==> src/rtl/irq_flag_map.svh <==
// register offsets, field positions and reset values of the interrupt flag block
`ifndef IRQ_FLAG_MAP_SVH
`define IRQ_FLAG_MAP_SVH
// byte offsets on the register bus
`define OFS_EXT_CTRL    6'h00
`define OFS_FLAGS_ONE   6'h04
`define OFS_FLAGS_TWO   6'h08
`define OFS_FLAGS_THREE 6'h0c
`define OFS_ENABLES     6'h10
`define OFS_PRIORITIES  6'h14
`define OFS_GLOBAL_CTRL 6'h18
// external pin control fields
`define EXT_B_PRIO 7
`define EXT_A_PRIO 6
`define EXT_B_EN   4
`define EXT_A_EN   3
`define EXT_B_FLAG 1
`define EXT_A_FLAG 0
// first flag register fields
`define F1_CONV 6
`define F1_RX   5
`define F1_TX   4
`define F1_SSP  3
`define F1_CC1  2
`define F1_TM2  1
`define F1_TM1  0
// second flag register fields
`define F2_OSC 7
`define F2_NVW 4
`define F2_LVD 2
`define F2_CC2 0
// third flag register fields
`define F3_PWM 4
`define F3_CP3 3
`define F3_CP2 2
`define F3_CP1 1
`define F3_TM5 0
// global control fields
`define GC_HIGH_EN  0
`define GC_LOW_EN   1
`define GC_PRIO_EN  7
`define GC_POST_LSB 8
`define GC_POST_MSB 11
// implemented and software-writable bits
`define EXT_CTRL_MASK 8'hdb
`define F1_WMASK      8'h4f
`define F1_RMASK      8'h7f
`define F2_MASK       8'h95
`define F3_MASK       8'h1f
`define PER_MASK      24'h1f957f
`define GC_MASK       12'hf83
// reset values
`define EXT_CTRL_RST 8'hc0
`define PRIO_RST     24'h1f957f
// vectors and bus responses
`define VEC_HIGH   24'h000008
`define VEC_LOW    24'h000018
`define RESP_OKAY  2'h0
`define RESP_SLVERR 2'h2
`endif

==> src/rtl/irq_flag_pkg.sv <==
// types of the interrupt flag block
package irq_flag_pkg;
  `include "irq_flag_map.svh"
  // whole state of the block, registered as one word
  typedef struct packed {
    logic        aw_held;
    logic [5:0]  aw_addr;
    logic        w_held;
    logic [31:0] w_data;
    logic [3:0]  w_strb;
    logic        bvalid;
    logic [1:0]  bresp;
    logic        rvalid;
    logic [31:0] rdata;
    logic [1:0]  rresp;
    logic [7:0]  ext_ctrl;
    logic [7:0]  peripheral_flags_one;
    logic [7:0]  peripheral_flags_two;
    logic [7:0]  peripheral_flags_three;
    logic [23:0] enables;
    logic [23:0] priorities;
    logic [11:0] gctrl;
    logic [1:0]  sync1;
    logic [1:0]  sync2;
    logic [1:0]  prev;
    logic [3:0]  post_cnt;
    logic        irq_high;
    logic        irq_low;
    logic [23:0] vector;
  } state_s;
endpackage

==> src/rtl/interrupt_flag_registers.sv <==
// interrupt flag, enable and priority registers with an axi4-lite slave
//
// Notes on behaviour
// - bits 7/6 give pin b/a priority
// - bits 4/3 enable pin b/a interrupts
// - bits 1/0 latch pin b/a events
// - unimplemented bits always read zero
// - flags set regardless of any interrupt enable
// - conversion done sets sticky flag
// - receive flag mirrors full buffer, read-only
// - transmit flag mirrors empty buffer, read-only
// - sync serial completion sets sticky flag
// - capture/compare events set flags, not pwm
// - timer two match sets sticky flag
// - timer one overflow sets sticky flag
// - oscillator failure sets sticky flag
// - nonvolatile write completion sets flag
// - low supply sets sticky flag
// - postscaled pwm period match sets flag
// - capture three or direction change sets
// - capture two or limit/index sets
// - capture one or velocity edge sets
// - timer five match sets sticky flag
// - compat mode needs peripheral group enable
// - priority mode bit defaults off
// - high vector 08h, low vector 18h
// - compat mode ignores priorities, one vector
`timescale 1ns/1ps
`include "irq_flag_map.svh"
module interrupt_flag_registers
  import irq_flag_pkg::*;
#(
  parameter int ADDR_W = 6              // register bus address width
) (
  input  wire logic              aclk,
  input  wire logic              aresetn,
  input  wire logic [ADDR_W-1:0] s_axi_awaddr,
  input  wire logic              s_axi_awvalid,
  output logic                   s_axi_awready,
  input  wire logic [31:0]       s_axi_wdata,
  input  wire logic [3:0]        s_axi_wstrb,
  input  wire logic              s_axi_wvalid,
  output logic                   s_axi_wready,
  output logic [1:0]             s_axi_bresp,
  output logic                   s_axi_bvalid,
  input  wire logic              s_axi_bready,
  input  wire logic [ADDR_W-1:0] s_axi_araddr,
  input  wire logic              s_axi_arvalid,
  output logic                   s_axi_arready,
  output logic [31:0]            s_axi_rdata,
  output logic [1:0]             s_axi_rresp,
  output logic                   s_axi_rvalid,
  input  wire logic              s_axi_rready,
  input  wire logic              ext_pin_a,
  input  wire logic              ext_pin_b,
  input  wire logic              conversion_done,
  input  wire logic              serial_rx_full,
  input  wire logic              serial_tx_empty,
  input  wire logic              sync_serial_done,
  input  wire logic              capcmp_one_event,
  input  wire logic              capcmp_one_pwm_mode,
  input  wire logic              capcmp_two_event,
  input  wire logic              capcmp_two_pwm_mode,
  input  wire logic              timer_two_match,
  input  wire logic              timer_one_overflow,
  input  wire logic              osc_fail_to_internal_oscillator,
  input  wire logic              nv_write_done,
  input  wire logic              low_voltage_detect,
  input  wire logic              pwm_period_match,
  input  wire logic              capture_three_enable,
  input  wire logic              capture_three_event,
  input  wire logic              direction_change,
  input  wire logic              capture_two_event,
  input  wire logic              position_count_limit_hit,
  input  wire logic              index_pulse_input,
  input  wire logic              capture_one_event,
  input  wire logic              velocity_edge,
  input  wire logic              timer_five_match,
  input  wire logic              velocity_mode_select,
  input  wire logic              capture_one_timer_reset_enable,
  input  wire logic [2:0]        decoder_mode_field,
  output logic                   irq_high,
  output logic                   irq_low,
  output logic [23:0]            irq_vector
);

  // reset image: priorities default high, priority mode off
  localparam state_s ST_RST = '{ext_ctrl: `EXT_CTRL_RST, priorities: `PRIO_RST, default: '0};

  state_s      st_r;                    // registered state
  state_s      st_nxt;                  // next state
  logic        do_write;                // address and data both held
  logic        ar_take;                 // read address accepted
  logic [1:0]  pin_edge;                // rising edges of synchronised pins
  logic        dec_on;                  // quadrature decoder enabled
  logic [7:0]  set1;                    // set pulses, first flag register
  logic [7:0]  set2;                    // set pulses, second flag register
  logic [7:0]  set3;                    // set pulses, third flag register
  logic        pwm_hit;                 // postscaled pwm period match
  logic [23:0] per_pend;                // enabled peripheral requests
  logic [1:0]  ext_pend;                // enabled pin requests
  logic        any_hi;                  // a high-priority request waits
  logic        any_lo;                  // a low-priority request waits

  // byte-lane merge of a write into a 32-bit word
  function automatic logic [31:0] lane_merge(input logic [31:0] old, input logic [31:0] nw, input logic [3:0] strb);
    logic [31:0] r;
    r = old;
    for (int i = 0; i < 4; i++) begin
      if (strb[i]) begin
        r[8*i +: 8] = nw[8*i +: 8];
      end
    end
    return r;
  endfunction

  // register read view; bit 32 flags an unmapped address
  function automatic logic [32:0] reg_read(input logic [5:0] a, input state_s s, input logic rx, input logic tx);
    logic [32:0] r;
    r = '0;
    case ({a[5:2], 2'h0})
      `OFS_EXT_CTRL:    r[7:0] = s.ext_ctrl & `EXT_CTRL_MASK;
      `OFS_FLAGS_ONE:   r[7:0] = (s.peripheral_flags_one & `F1_WMASK) | ({7'h00, rx} << `F1_RX)
                                 | ({7'h00, tx} << `F1_TX);
      `OFS_FLAGS_TWO:   r[7:0] = s.peripheral_flags_two & `F2_MASK;
      `OFS_FLAGS_THREE: r[7:0] = s.peripheral_flags_three & `F3_MASK;
      `OFS_ENABLES:     r[23:0] = s.enables;
      `OFS_PRIORITIES:  r[23:0] = s.priorities;
      `OFS_GLOBAL_CTRL: r[11:0] = s.gctrl;
      default:          r[32] = 1'b1;   // unmapped: slave error, zero data
    endcase
    return r;
  endfunction

  // handshake outputs come straight from the holding state
  assign s_axi_awready = !st_r.aw_held;
  assign s_axi_wready  = !st_r.w_held;
  assign s_axi_arready = !st_r.rvalid;
  assign s_axi_bvalid  = st_r.bvalid;
  assign s_axi_bresp   = st_r.bresp;
  assign s_axi_rvalid  = st_r.rvalid;
  assign s_axi_rdata   = st_r.rdata;
  assign s_axi_rresp   = st_r.rresp;
  assign irq_high      = st_r.irq_high;
  assign irq_low       = st_r.irq_low;
  assign irq_vector    = st_r.vector;

  assign do_write = st_r.aw_held && st_r.w_held && !st_r.bvalid;
  assign ar_take  = s_axi_arvalid && !st_r.rvalid;
  // edge detect compares the second synchroniser stage with its copy from the cycle before
  assign pin_edge = st_r.sync2 & ~st_r.prev;
  assign dec_on   = |decoder_mode_field;
  // postscaler: flag only on every (n+1)th period match
  assign pwm_hit  = pwm_period_match && (st_r.post_cnt == st_r.gctrl[`GC_POST_MSB:`GC_POST_LSB]);

  // flag set sources; no interrupt enable bit is looked at, only capture_three_enable and capture_one_timer_reset_enable
  always_comb begin
    set1 = '0;
    set2 = '0;
    set3 = '0;
    set1[`F1_CONV] = conversion_done;
    set1[`F1_SSP]  = sync_serial_done;
    set1[`F1_CC1]  = capcmp_one_event && !capcmp_one_pwm_mode;
    set1[`F1_TM2]  = timer_two_match;
    set1[`F1_TM1]  = timer_one_overflow;
    set2[`F2_OSC]  = osc_fail_to_internal_oscillator;
    set2[`F2_NVW]  = nv_write_done;
    set2[`F2_LVD]  = low_voltage_detect;
    set2[`F2_CC2]  = capcmp_two_event && !capcmp_two_pwm_mode;
    set3[`F3_PWM]  = pwm_hit;
    // capture inputs give way to the decoder when it is on
    set3[`F3_CP3]  = dec_on ? direction_change : (capture_three_enable && capture_three_event);
    set3[`F3_CP2]  = dec_on ? (decoder_mode_field[2] ? position_count_limit_hit : index_pulse_input)
                            : capture_two_event;
    set3[`F3_CP1]  = dec_on ? (!velocity_mode_select && capture_one_timer_reset_enable && velocity_edge)
                            : capture_one_event;
    set3[`F3_TM5]  = timer_five_match;
  end

  // request gating and vector choice
  always_comb begin
    per_pend = {st_r.peripheral_flags_three, st_r.peripheral_flags_two, st_r.peripheral_flags_one | ({7'h00, serial_rx_full} << `F1_RX)
               | ({7'h00, serial_tx_empty} << `F1_TX)} & st_r.enables & `PER_MASK;
    ext_pend = {st_r.ext_ctrl[`EXT_B_FLAG] & st_r.ext_ctrl[`EXT_B_EN],
                st_r.ext_ctrl[`EXT_A_FLAG] & st_r.ext_ctrl[`EXT_A_EN]};
    if (st_r.gctrl[`GC_PRIO_EN]) begin
      // priority mode: each source goes to the level its priority bit picks
      any_hi = st_r.gctrl[`GC_HIGH_EN] && ((|(per_pend & st_r.priorities))
               || (ext_pend[1] && st_r.ext_ctrl[`EXT_B_PRIO])
               || (ext_pend[0] && st_r.ext_ctrl[`EXT_A_PRIO]));
      any_lo = st_r.gctrl[`GC_LOW_EN] && ((|(per_pend & ~st_r.priorities))
               || (ext_pend[1] && !st_r.ext_ctrl[`EXT_B_PRIO])
               || (ext_pend[0] && !st_r.ext_ctrl[`EXT_A_PRIO]));
    end else begin
      // compatibility: priorities ignored, peripherals also need the group enable
      any_hi = st_r.gctrl[`GC_HIGH_EN] && ((|ext_pend)
               || (st_r.gctrl[`GC_LOW_EN] && (|per_pend)));
      any_lo = 1'b0;
    end
  end

  // next-state logic: bus slave, flags, synchronisers
  always_comb begin
    logic [32:0] rd;
    logic [31:0] wv;
    rd     = '0;
    wv     = '0;
    st_nxt = st_r;
    // pin synchronisers
    st_nxt.sync1 = {ext_pin_b, ext_pin_a};
    st_nxt.sync2 = st_r.sync1;
    st_nxt.prev  = st_r.sync2;
    // write channels are taken independently
    if (s_axi_awvalid && !st_r.aw_held) begin
      st_nxt.aw_held = 1'b1;
      st_nxt.aw_addr = s_axi_awaddr[5:0];
    end
    if (s_axi_wvalid && !st_r.w_held) begin
      st_nxt.w_held = 1'b1;
      st_nxt.w_data = s_axi_wdata;
      st_nxt.w_strb = s_axi_wstrb;
    end
    if (st_r.bvalid && s_axi_bready) begin
      st_nxt.bvalid = 1'b0;
    end
    // apply a write once both halves are held and no response is waiting
    if (do_write) begin
      st_nxt.aw_held = 1'b0;
      st_nxt.w_held  = 1'b0;
      st_nxt.bvalid  = 1'b1;
      st_nxt.bresp   = `RESP_OKAY;
      case ({st_r.aw_addr[5:2], 2'h0})
        `OFS_EXT_CTRL: begin
          wv = lane_merge({24'h0, st_r.ext_ctrl}, st_r.w_data, st_r.w_strb);
          st_nxt.ext_ctrl = wv[7:0] & `EXT_CTRL_MASK;
        end
        `OFS_FLAGS_ONE: begin
          // receive and transmit bits are never stored
          wv = lane_merge({24'h0, st_r.peripheral_flags_one}, st_r.w_data, st_r.w_strb);
          st_nxt.peripheral_flags_one = wv[7:0] & `F1_WMASK;
        end
        `OFS_FLAGS_TWO: begin
          wv = lane_merge({24'h0, st_r.peripheral_flags_two}, st_r.w_data, st_r.w_strb);
          st_nxt.peripheral_flags_two = wv[7:0] & `F2_MASK;
        end
        `OFS_FLAGS_THREE: begin
          wv = lane_merge({24'h0, st_r.peripheral_flags_three}, st_r.w_data, st_r.w_strb);
          st_nxt.peripheral_flags_three = wv[7:0] & `F3_MASK;
        end
        `OFS_ENABLES: begin
          wv = lane_merge({8'h0, st_r.enables}, st_r.w_data, st_r.w_strb);
          st_nxt.enables = wv[23:0] & `PER_MASK;
        end
        `OFS_PRIORITIES: begin
          wv = lane_merge({8'h0, st_r.priorities}, st_r.w_data, st_r.w_strb);
          st_nxt.priorities = wv[23:0] & `PER_MASK;
        end
        `OFS_GLOBAL_CTRL: begin
          wv = lane_merge({20'h0, st_r.gctrl}, st_r.w_data, st_r.w_strb);
          st_nxt.gctrl = wv[11:0] & `GC_MASK;
        end
        default: begin
          st_nxt.bresp = `RESP_SLVERR;   // unmapped: nothing stored
        end
      endcase
    end
    // hardware sets are applied after the software value, so a set beats a clear
    st_nxt.ext_ctrl[`EXT_A_FLAG] = st_nxt.ext_ctrl[`EXT_A_FLAG] | pin_edge[0];
    st_nxt.ext_ctrl[`EXT_B_FLAG] = st_nxt.ext_ctrl[`EXT_B_FLAG] | pin_edge[1];
    st_nxt.peripheral_flags_one = st_nxt.peripheral_flags_one | set1;
    st_nxt.peripheral_flags_two = st_nxt.peripheral_flags_two | set2;
    st_nxt.peripheral_flags_three = st_nxt.peripheral_flags_three | set3;
    // postscale counter advances on each period match
    if (pwm_period_match) begin
      st_nxt.post_cnt = pwm_hit ? 4'h0 : st_r.post_cnt + 4'h1;
    end
    // read channel: one read in flight, answered the next cycle
    if (st_r.rvalid && s_axi_rready) begin
      st_nxt.rvalid = 1'b0;
    end
    if (ar_take) begin
      rd = reg_read(s_axi_araddr[5:0], st_r, serial_rx_full, serial_tx_empty);
      st_nxt.rvalid = 1'b1;
      st_nxt.rdata  = rd[31:0];
      st_nxt.rresp  = rd[32] ? `RESP_SLVERR : `RESP_OKAY;
    end
    // core request outputs; high beats low on the vector
    st_nxt.irq_high = any_hi;
    st_nxt.irq_low  = any_lo && !any_hi;
    st_nxt.vector   = (any_lo && !any_hi) ? `VEC_LOW : `VEC_HIGH;
  end

  // single state register, synchronous active-low reset
  always_ff @(posedge aclk) begin
    if (!aresetn) begin
      st_r <= ST_RST;
    end else begin
      st_r <= st_nxt;
    end
  end

  logic [1:0] ext_req;                  // enabled pin requests, for checks
  assign ext_req = ext_pend;
endmodule // interrupt_flag_registers

==> config.mk <==
export PLATFORM = sky130hd
export DESIGN_NAME = interrupt_flag_registers
export DESIGN_NICKNAME = d
export VERILOG_FILES = /design/src/rtl/irq_flag_pkg.sv /design/src/rtl/interrupt_flag_registers.sv
export VERILOG_INCLUDE_DIRS = /design/src /design/src/rtl
export SDC_FILE = /design/constraint.sdc
export NUM_CORES = 1
export LEC_CHECK = 0
export BUFFER_PORTS_ARGS = -buffer_cell sky130_fd_sc_hd__buf_2
export CAP_MARGIN = 10
export CELL_PAD_IN_SITES_DETAIL_PLACEMENT = 2
export CELL_PAD_IN_SITES_GLOBAL_PLACEMENT = 2
export CORE_ASPECT_RATIO = 0.5
export CORE_MARGIN = 3
export CORE_UTILIZATION = 32
export CTS_CLUSTER_DIAMETER = 50
export DETAILED_ROUTE_END_ITERATION = 6
export GPL_TIMING_DRIVEN = 0
export PLACE_DENSITY = 0.92
export SLEW_MARGIN = 10
export SYNTH_ARGS = -nofsm -noshare
export SYNTH_HDL_FRONTEND = slang
export SYNTH_SLANG_ARGS = --single-unit
==> constraint.sdc <==
create_clock -name aclk -period 1.95 [get_ports aclk]
set_clock_uncertainty 0.2 [all_clocks]
set_input_delay 0.0975 -clock aclk [delete_from_list [all_inputs] [get_ports aclk]]
set_output_delay 0.0975 -clock aclk [all_outputs]
set_load 0.01 [all_outputs]
Yosys cells after proc, flatten, opt, wreduce, memory -nomap -nowiden
Cells that the tools add are included.
Widths: inputs -> output; s select.
{"block": "word_totals", "regBits": 167, "latch_bits": 0, "mem_bits_rw": 0, "romBits": 0, "output_inout_bits": 67, "wordCells": 159, "n_memories": 0}
{"block": "op_classes", "add_sub_neg": 1, "multipliers": 0, "div_mod_pow": 0, "magnitude_cmp": 0, "n_eq_ne": 13, "shifts": 0, "muxes": 39, "bitwise": 18, "n_reduce_logical": 58}
{"operator": "$mux 86", "count": 1}
{"operator": "$mux 8", "count": 7}
{"operator": "$pmux 8 s7", "count": 1}
{"operator": "$reduce_or 24->1", "count": 2}
{"operator": "$and 21x21->21", "count": 2}
{"operator": "$mux 21", "count": 2}
{"operator": "$mux 35", "count": 1}
{"operator": "$reduce_and 3->1", "count": 9}
{"operator": "$and 21x24->24", "count": 1}
{"operator": "$eq 4x3->1 const B", "count": 6}
{"operator": "$not 21->24", "count": 1}
{"operator": "$logic_and 1x1->1", "count": 22}
{"operator": "$mux 7", "count": 3}
{"operator": "$mux 5", "count": 4}
{"operator": "$pmux 9 s2", "count": 1}
{"operator": "$eq 4x2->1 const B", "count": 4}
{"operator": "$or 8x5->8", "count": 2}
{"operator": "$reduce_or 16->1", "count": 1}
{"operator": "$reduce_or 7->1", "count": 2}
{"operator": "$mux 12", "count": 1}
{"operator": "$pmux 4 s3", "count": 1}
{"operator": "$logic_not 1->1", "count": 10}
{"operator": "$mux 1", "count": 10}
{"operator": "$eq 4x1->1 const B", "count": 2}
{"operator": "20 further kinds", "count": 33}

Longest topological paths before layout
{"block": "depth", "depth_word": 12, "mapped_depth": 7, "mapped_depth_nobuf": 5}

Least setup slack after synthesis
Ideal clock, no wire load.
{"block": "synth_path", "kind": "flip-flop to flip-flop", "startpoint": "register st_r (netlist bit s_axi_bvalid)", "endpoint": "register st_r[112] (netlist name)", "setup_time_ps": 115, "arrival_time_ps": 1448, "setup_slack_ps": 187, "path_stages_with_launch": 7, "n_path_buf": 1, "synth_period_minus_slack_ps": 1763, "path_cell_list": "dfxtp_1 and3b_1 and3_1 buf_6 nand3b_4 mux2_2 o21a_1"}
{"block": "synth_via", "elab_chain_cells": 4}
{"item": "start: declaration", "line_no": "interrupt_flag_registers.sv:90", "source": "state_s st_r;"}
{"item": "start signal: assignment", "line_no": "interrupt_flag_registers.sv:298", "source": "st_r <= st_nxt;"}
{"item": "$logic_not 1->1", "line_no": "interrupt_flag_registers.sv:148", "source": "assign do_write = st_r.aw_held && st_r.w_held && !st_r.bvalid;"}
{"item": "$logic_and 1x1->1", "line_no": "interrupt_flag_registers.sv:148"}
{"item": "$mux 86", "line_no": "interrupt_flag_registers.sv:227", "source": "if (do_write) begin"}
{"item": "$or 8x7->8", "line_no": "interrupt_flag_registers.sv:270", "source": "st_nxt.peripheral_flags_one = st_nxt.peripheral_flags_one | set1;"}
No other way between the ends.
A chain may end at the register's enable or synchronous reset.

Worst setup path after layout
{"block": "layout_path", "startpoint": "register st_r[78] (netlist name)", "endpoint": "register st_r (netlist bit irq_low)"}
{"block": "layout_via", "elab_chain_cells": 9, "elab_cells_between_ends": 19}
{"item": "$and 21x21->21 (*)", "line_no": "interrupt_flag_registers.sv:182", "source": "per_pend = {st_r.peripheral_flags_three, st_r.peripheral_flags_two, st_r.peripheral_flags_one | ({7'h00, seria ..."}
{"item": "$and 21x21->21", "line_no": "interrupt_flag_registers.sv:188", "source": "any_hi = st_r.gctrl[`GC_HIGH_EN] && ((|(per_pend & st_r.priorities))"}
{"item": "$reduce_or 24->1", "line_no": "interrupt_flag_registers.sv:188"}
{"item": "$logic_or 1x1->1 (2 in a row)", "line_no": "interrupt_flag_registers.sv:188"}
{"item": "$logic_and 1x1->1", "line_no": "interrupt_flag_registers.sv:188"}
{"item": "$mux 1", "line_no": "interrupt_flag_registers.sv:186", "source": "if (st_r.gctrl[`GC_PRIO_EN]) begin"}
{"item": "$logic_not 1->1", "line_no": "interrupt_flag_registers.sv:289", "source": "st_nxt.irq_low = any_lo && !any_hi;"}
{"item": "$logic_and 1x1->1 (*)", "line_no": "interrupt_flag_registers.sv:289"}
Every way passes the cells marked *; elsewhere a longest branch is shown, timed or not.

==> flow_summary.json <==
{
  "status": "finished with violations",
  "violations": "negative setup slack",
  "setup_ws_ns": -0.135,
  "fin_crit_sh_pct": 107,
  "first_global_vias": 6908,
  "start_kind": "flip-flop",
  "finalInstanceArea_um2": 8400,
  "arrival_ns": 2.21,
  "final.min_clock_period_ns": 2.08,
  "fmax_mhz": 480,
  "io_buffers": 94,
  "crit_type": "flip-flop to flip-flop",
  "dp_hpwl_um": 18300,
  "htreeDepth": 4,
  "grt_pass1_wl_um": 45300,
  "fp.dieH_um": 103,
  "gp_congestion": 0.935,
  "placedInstanceArea_um2": 6970,
  "rsz0062_at_grt": "yes",
  "cts_tree": "yes",
  "yosys-top-cells-area": "dfxtp_1 (41%), mux2i_1 (9.6%), buf_4 (7.6%)",
  "ant_nets": 0,
  "wl_per_cell_um": 29.3,
  "hold_violations": 0,
  "drtPass1Iterations": 5,
  "drt_iter0_markers": 742,
  "clock_sinks": 123,
  "drv_slew": 0,
  "fin_cells": 1146,
  "tightestPinTransition_ns": 0.929,
  "cap_viol_max_count": 0,
  "setup_violations": 4,
  "syn_to_final_growth_pct": 38.8,
  "core-area_um2": 18000,
  "ys_ff_latch": 123,
  "total_power_mw": 7.29,
  "antenna_found_initial": 2,
  "synth_top_area_share_pct": 40.7,
  "grt_max_degree": 17,
  "max-vdd-ir-drop_mv": 0.637,
  "yosys_warnings": 0,
  "vias": 6480,
  "cp_max_fo": 5,
  "yosys.area.top_type": "dfxtp_1",
  "ys.flop_type": "dfxtp_1",
  "drcViolationCount": 0,
  "dieWidth_um": 200,
  "clock_latency_ns": 0.46,
  "end_kind": "flip-flop",
  "path_clk_slew_ns": 0.07,
  "start_util_pct": 33.7,
  "p_leak_nw": 3.74,
  "cts_buffers": 17,
  "async_flop_share_pct": 0,
  "place_inst": 1054,
  "hold_class": "input pin to flip-flop",
  "hold_ws_ns": 0.0274,
  "synth_enable_flop_cells": 0,
  "setup_tns_ns": -0.205,
  "grt.overflow.total": 0,
  "rows": 34,
  "io_pins": 152,
  "clock-root-buffer": "clkbuf_16",
  "powerDensity_nw_per_um2": 867,
  "synth_cell_types": 62,
  "layout-drive-gt1-share_pct": 29.9,
  "slew_headroom_pct": 37.6,
  "synthCells": 672,
  "grtUsageTotal_pct": 29.6,
  "synth_area_um2": 6050,
  "drt_wl_total_um": 33500,
  "ys_seq_area_share_pct": 40.7,
  "via_per_inst": 5.65,
  "cp.required_ns": 2.08,
  "utilization_pct": 46.8,
  "synth_area_per_cell_um2": 9.00,
  "clockBufferDepth": 2,
  "pre_cts_ws_ns": -0.170,
  "nets": 965,
  "fp.dieArea_um2": 20700
}
## critical path: stages (launching register included)
cell and delay, ns:
dfxtp_1 0.43, a22oi_1 0.34, nand4_1 0.23, o311ai_2 0.33
a32oi_2 0.14, a211oi_2 0.30
## flip-flops by register name (all words and copies together), names as in the netlist
| register | cells |
|---|---|
| s_axi_bvalid | 1 |
| irq_high | 1 |
| s_axi_bresp | 1 |
| st_r | 93 |
| irq_low | 1 |
| s_axi_rvalid | 1 |
| irq_vector | 1 |
| s_axi_rresp | 1 |
| s_axi_rdata | 19 |
| st_nxt | 4 |
## synthesized netlist by cell type, drive strengths merged, types with 2 or more instances
cell    instances
o211a           2
nor3b          10
o22a            2
nand3          37
nand4           8
nand2         105
o221ai          2
nor4            3
inv             4
a21oi           7
dfxtp         123
nor2           19
mux2            9
o21ai           9
nand3b          4
nor3            7
and3            6
clkbuf         21
o22ai           6
a221oi          9
buf            75
nand2b         10
o21a            9
and2           13
xor2            5
nor2b          37
a22oi           8
a31oi           5
mux2i          58
a21boi         38
## cells in the final DEF (no fill, tap or decap), types with 10 or more instances in the layout
| cell type | Yosys | routed |
|---|---|---|
| dlygate4sd3_1 | 0 | 53 |
| nand3_1 | 34 | 31 |
| buf_4 | 61 | 67 |
| a21boi_0 | 37 | 37 |
| nor2_1 | 19 | 18 |
| nand2_1 | 105 | 104 |
| conb_1 | 1 | 37 |
| clkbuf_16 | 0 | 17 |
| dfxtp_2 | 0 | 10 |
| dfxtp_1 | 123 | 113 |
| nor2b_1 | 37 | 36 |
| clkbuf_1 | 20 | 16 |
| buf_2 | 12 | 101 |
| and2_1 | 13 | 13 |
| mux2i_1 | 58 | 50 |
## cell type report
cell class,count,area (um2)
timing repair buffer,153,1050
inverter,4,15.0
sequential,123,2470
clock buffer,18,439
multi-input combinational,485,3270
antenna,2,5.00
clock inverter,14,206
fill,1915,9550
tap,252,315
buffer,95,631
## path summary, 6_finish.rpt
check / from / to / slack [ns] / cells past startpoint
worst min register to register: st_nxt[32] / st_nxt[30] / 0.25 / 1
worst min-delay path: s_axi_araddr[5] / s_axi_rdata[7] / 0.03 / 3
worst max-delay path: st_r[78] / irq_low / -0.13 / 5
worst max register to register: st_r[78] / irq_low / -0.13 / 5
## timing repair
action	CTS	global route
pin swaps	3	5
endpoints found under the setup margin	35	63
hold buffers	53	0
endpoints found under the hold margin	51	0
gates cloned	0	0
resized for setup	17	44
setup buffers	3	3
## power breakdown
group	total [mW]	switching (mW)	internal [mW]
Clock	3.70	1.50	2.21
Sequential	2.76	0.156	2.60
Combinational	0.825	0.453	0.372
Total	7.29	2.10	5.18
## kinds of logic after synthesis
logic type	count (synthesis)	share of synthesized area, %
fa+ha+maj	1	0.207
mux	68	11.7
xor+xnor	6	0.868
flops	123	40.7
buf+inv	100	10.4
compound gates	109	13.2
simple gates	264	22.9
other cells	1	0.0620
## layer usage
| layer | part of all wire (%) | global-route usage [%] | vias up |
|---|---|---|---|
| met4 | 5.2 | 14.1 | 0 |
| met5 | 0 | 0 | - |
| met1 | 40 | 36.6 | 3176 |
| met3 | 9.8 | 7.56 | 150 |
| li1 | - | - | 2664 |
| met2 | 44 | 49.5 | 490 |
Note: power is estimated with default switching activity, not from simulation.
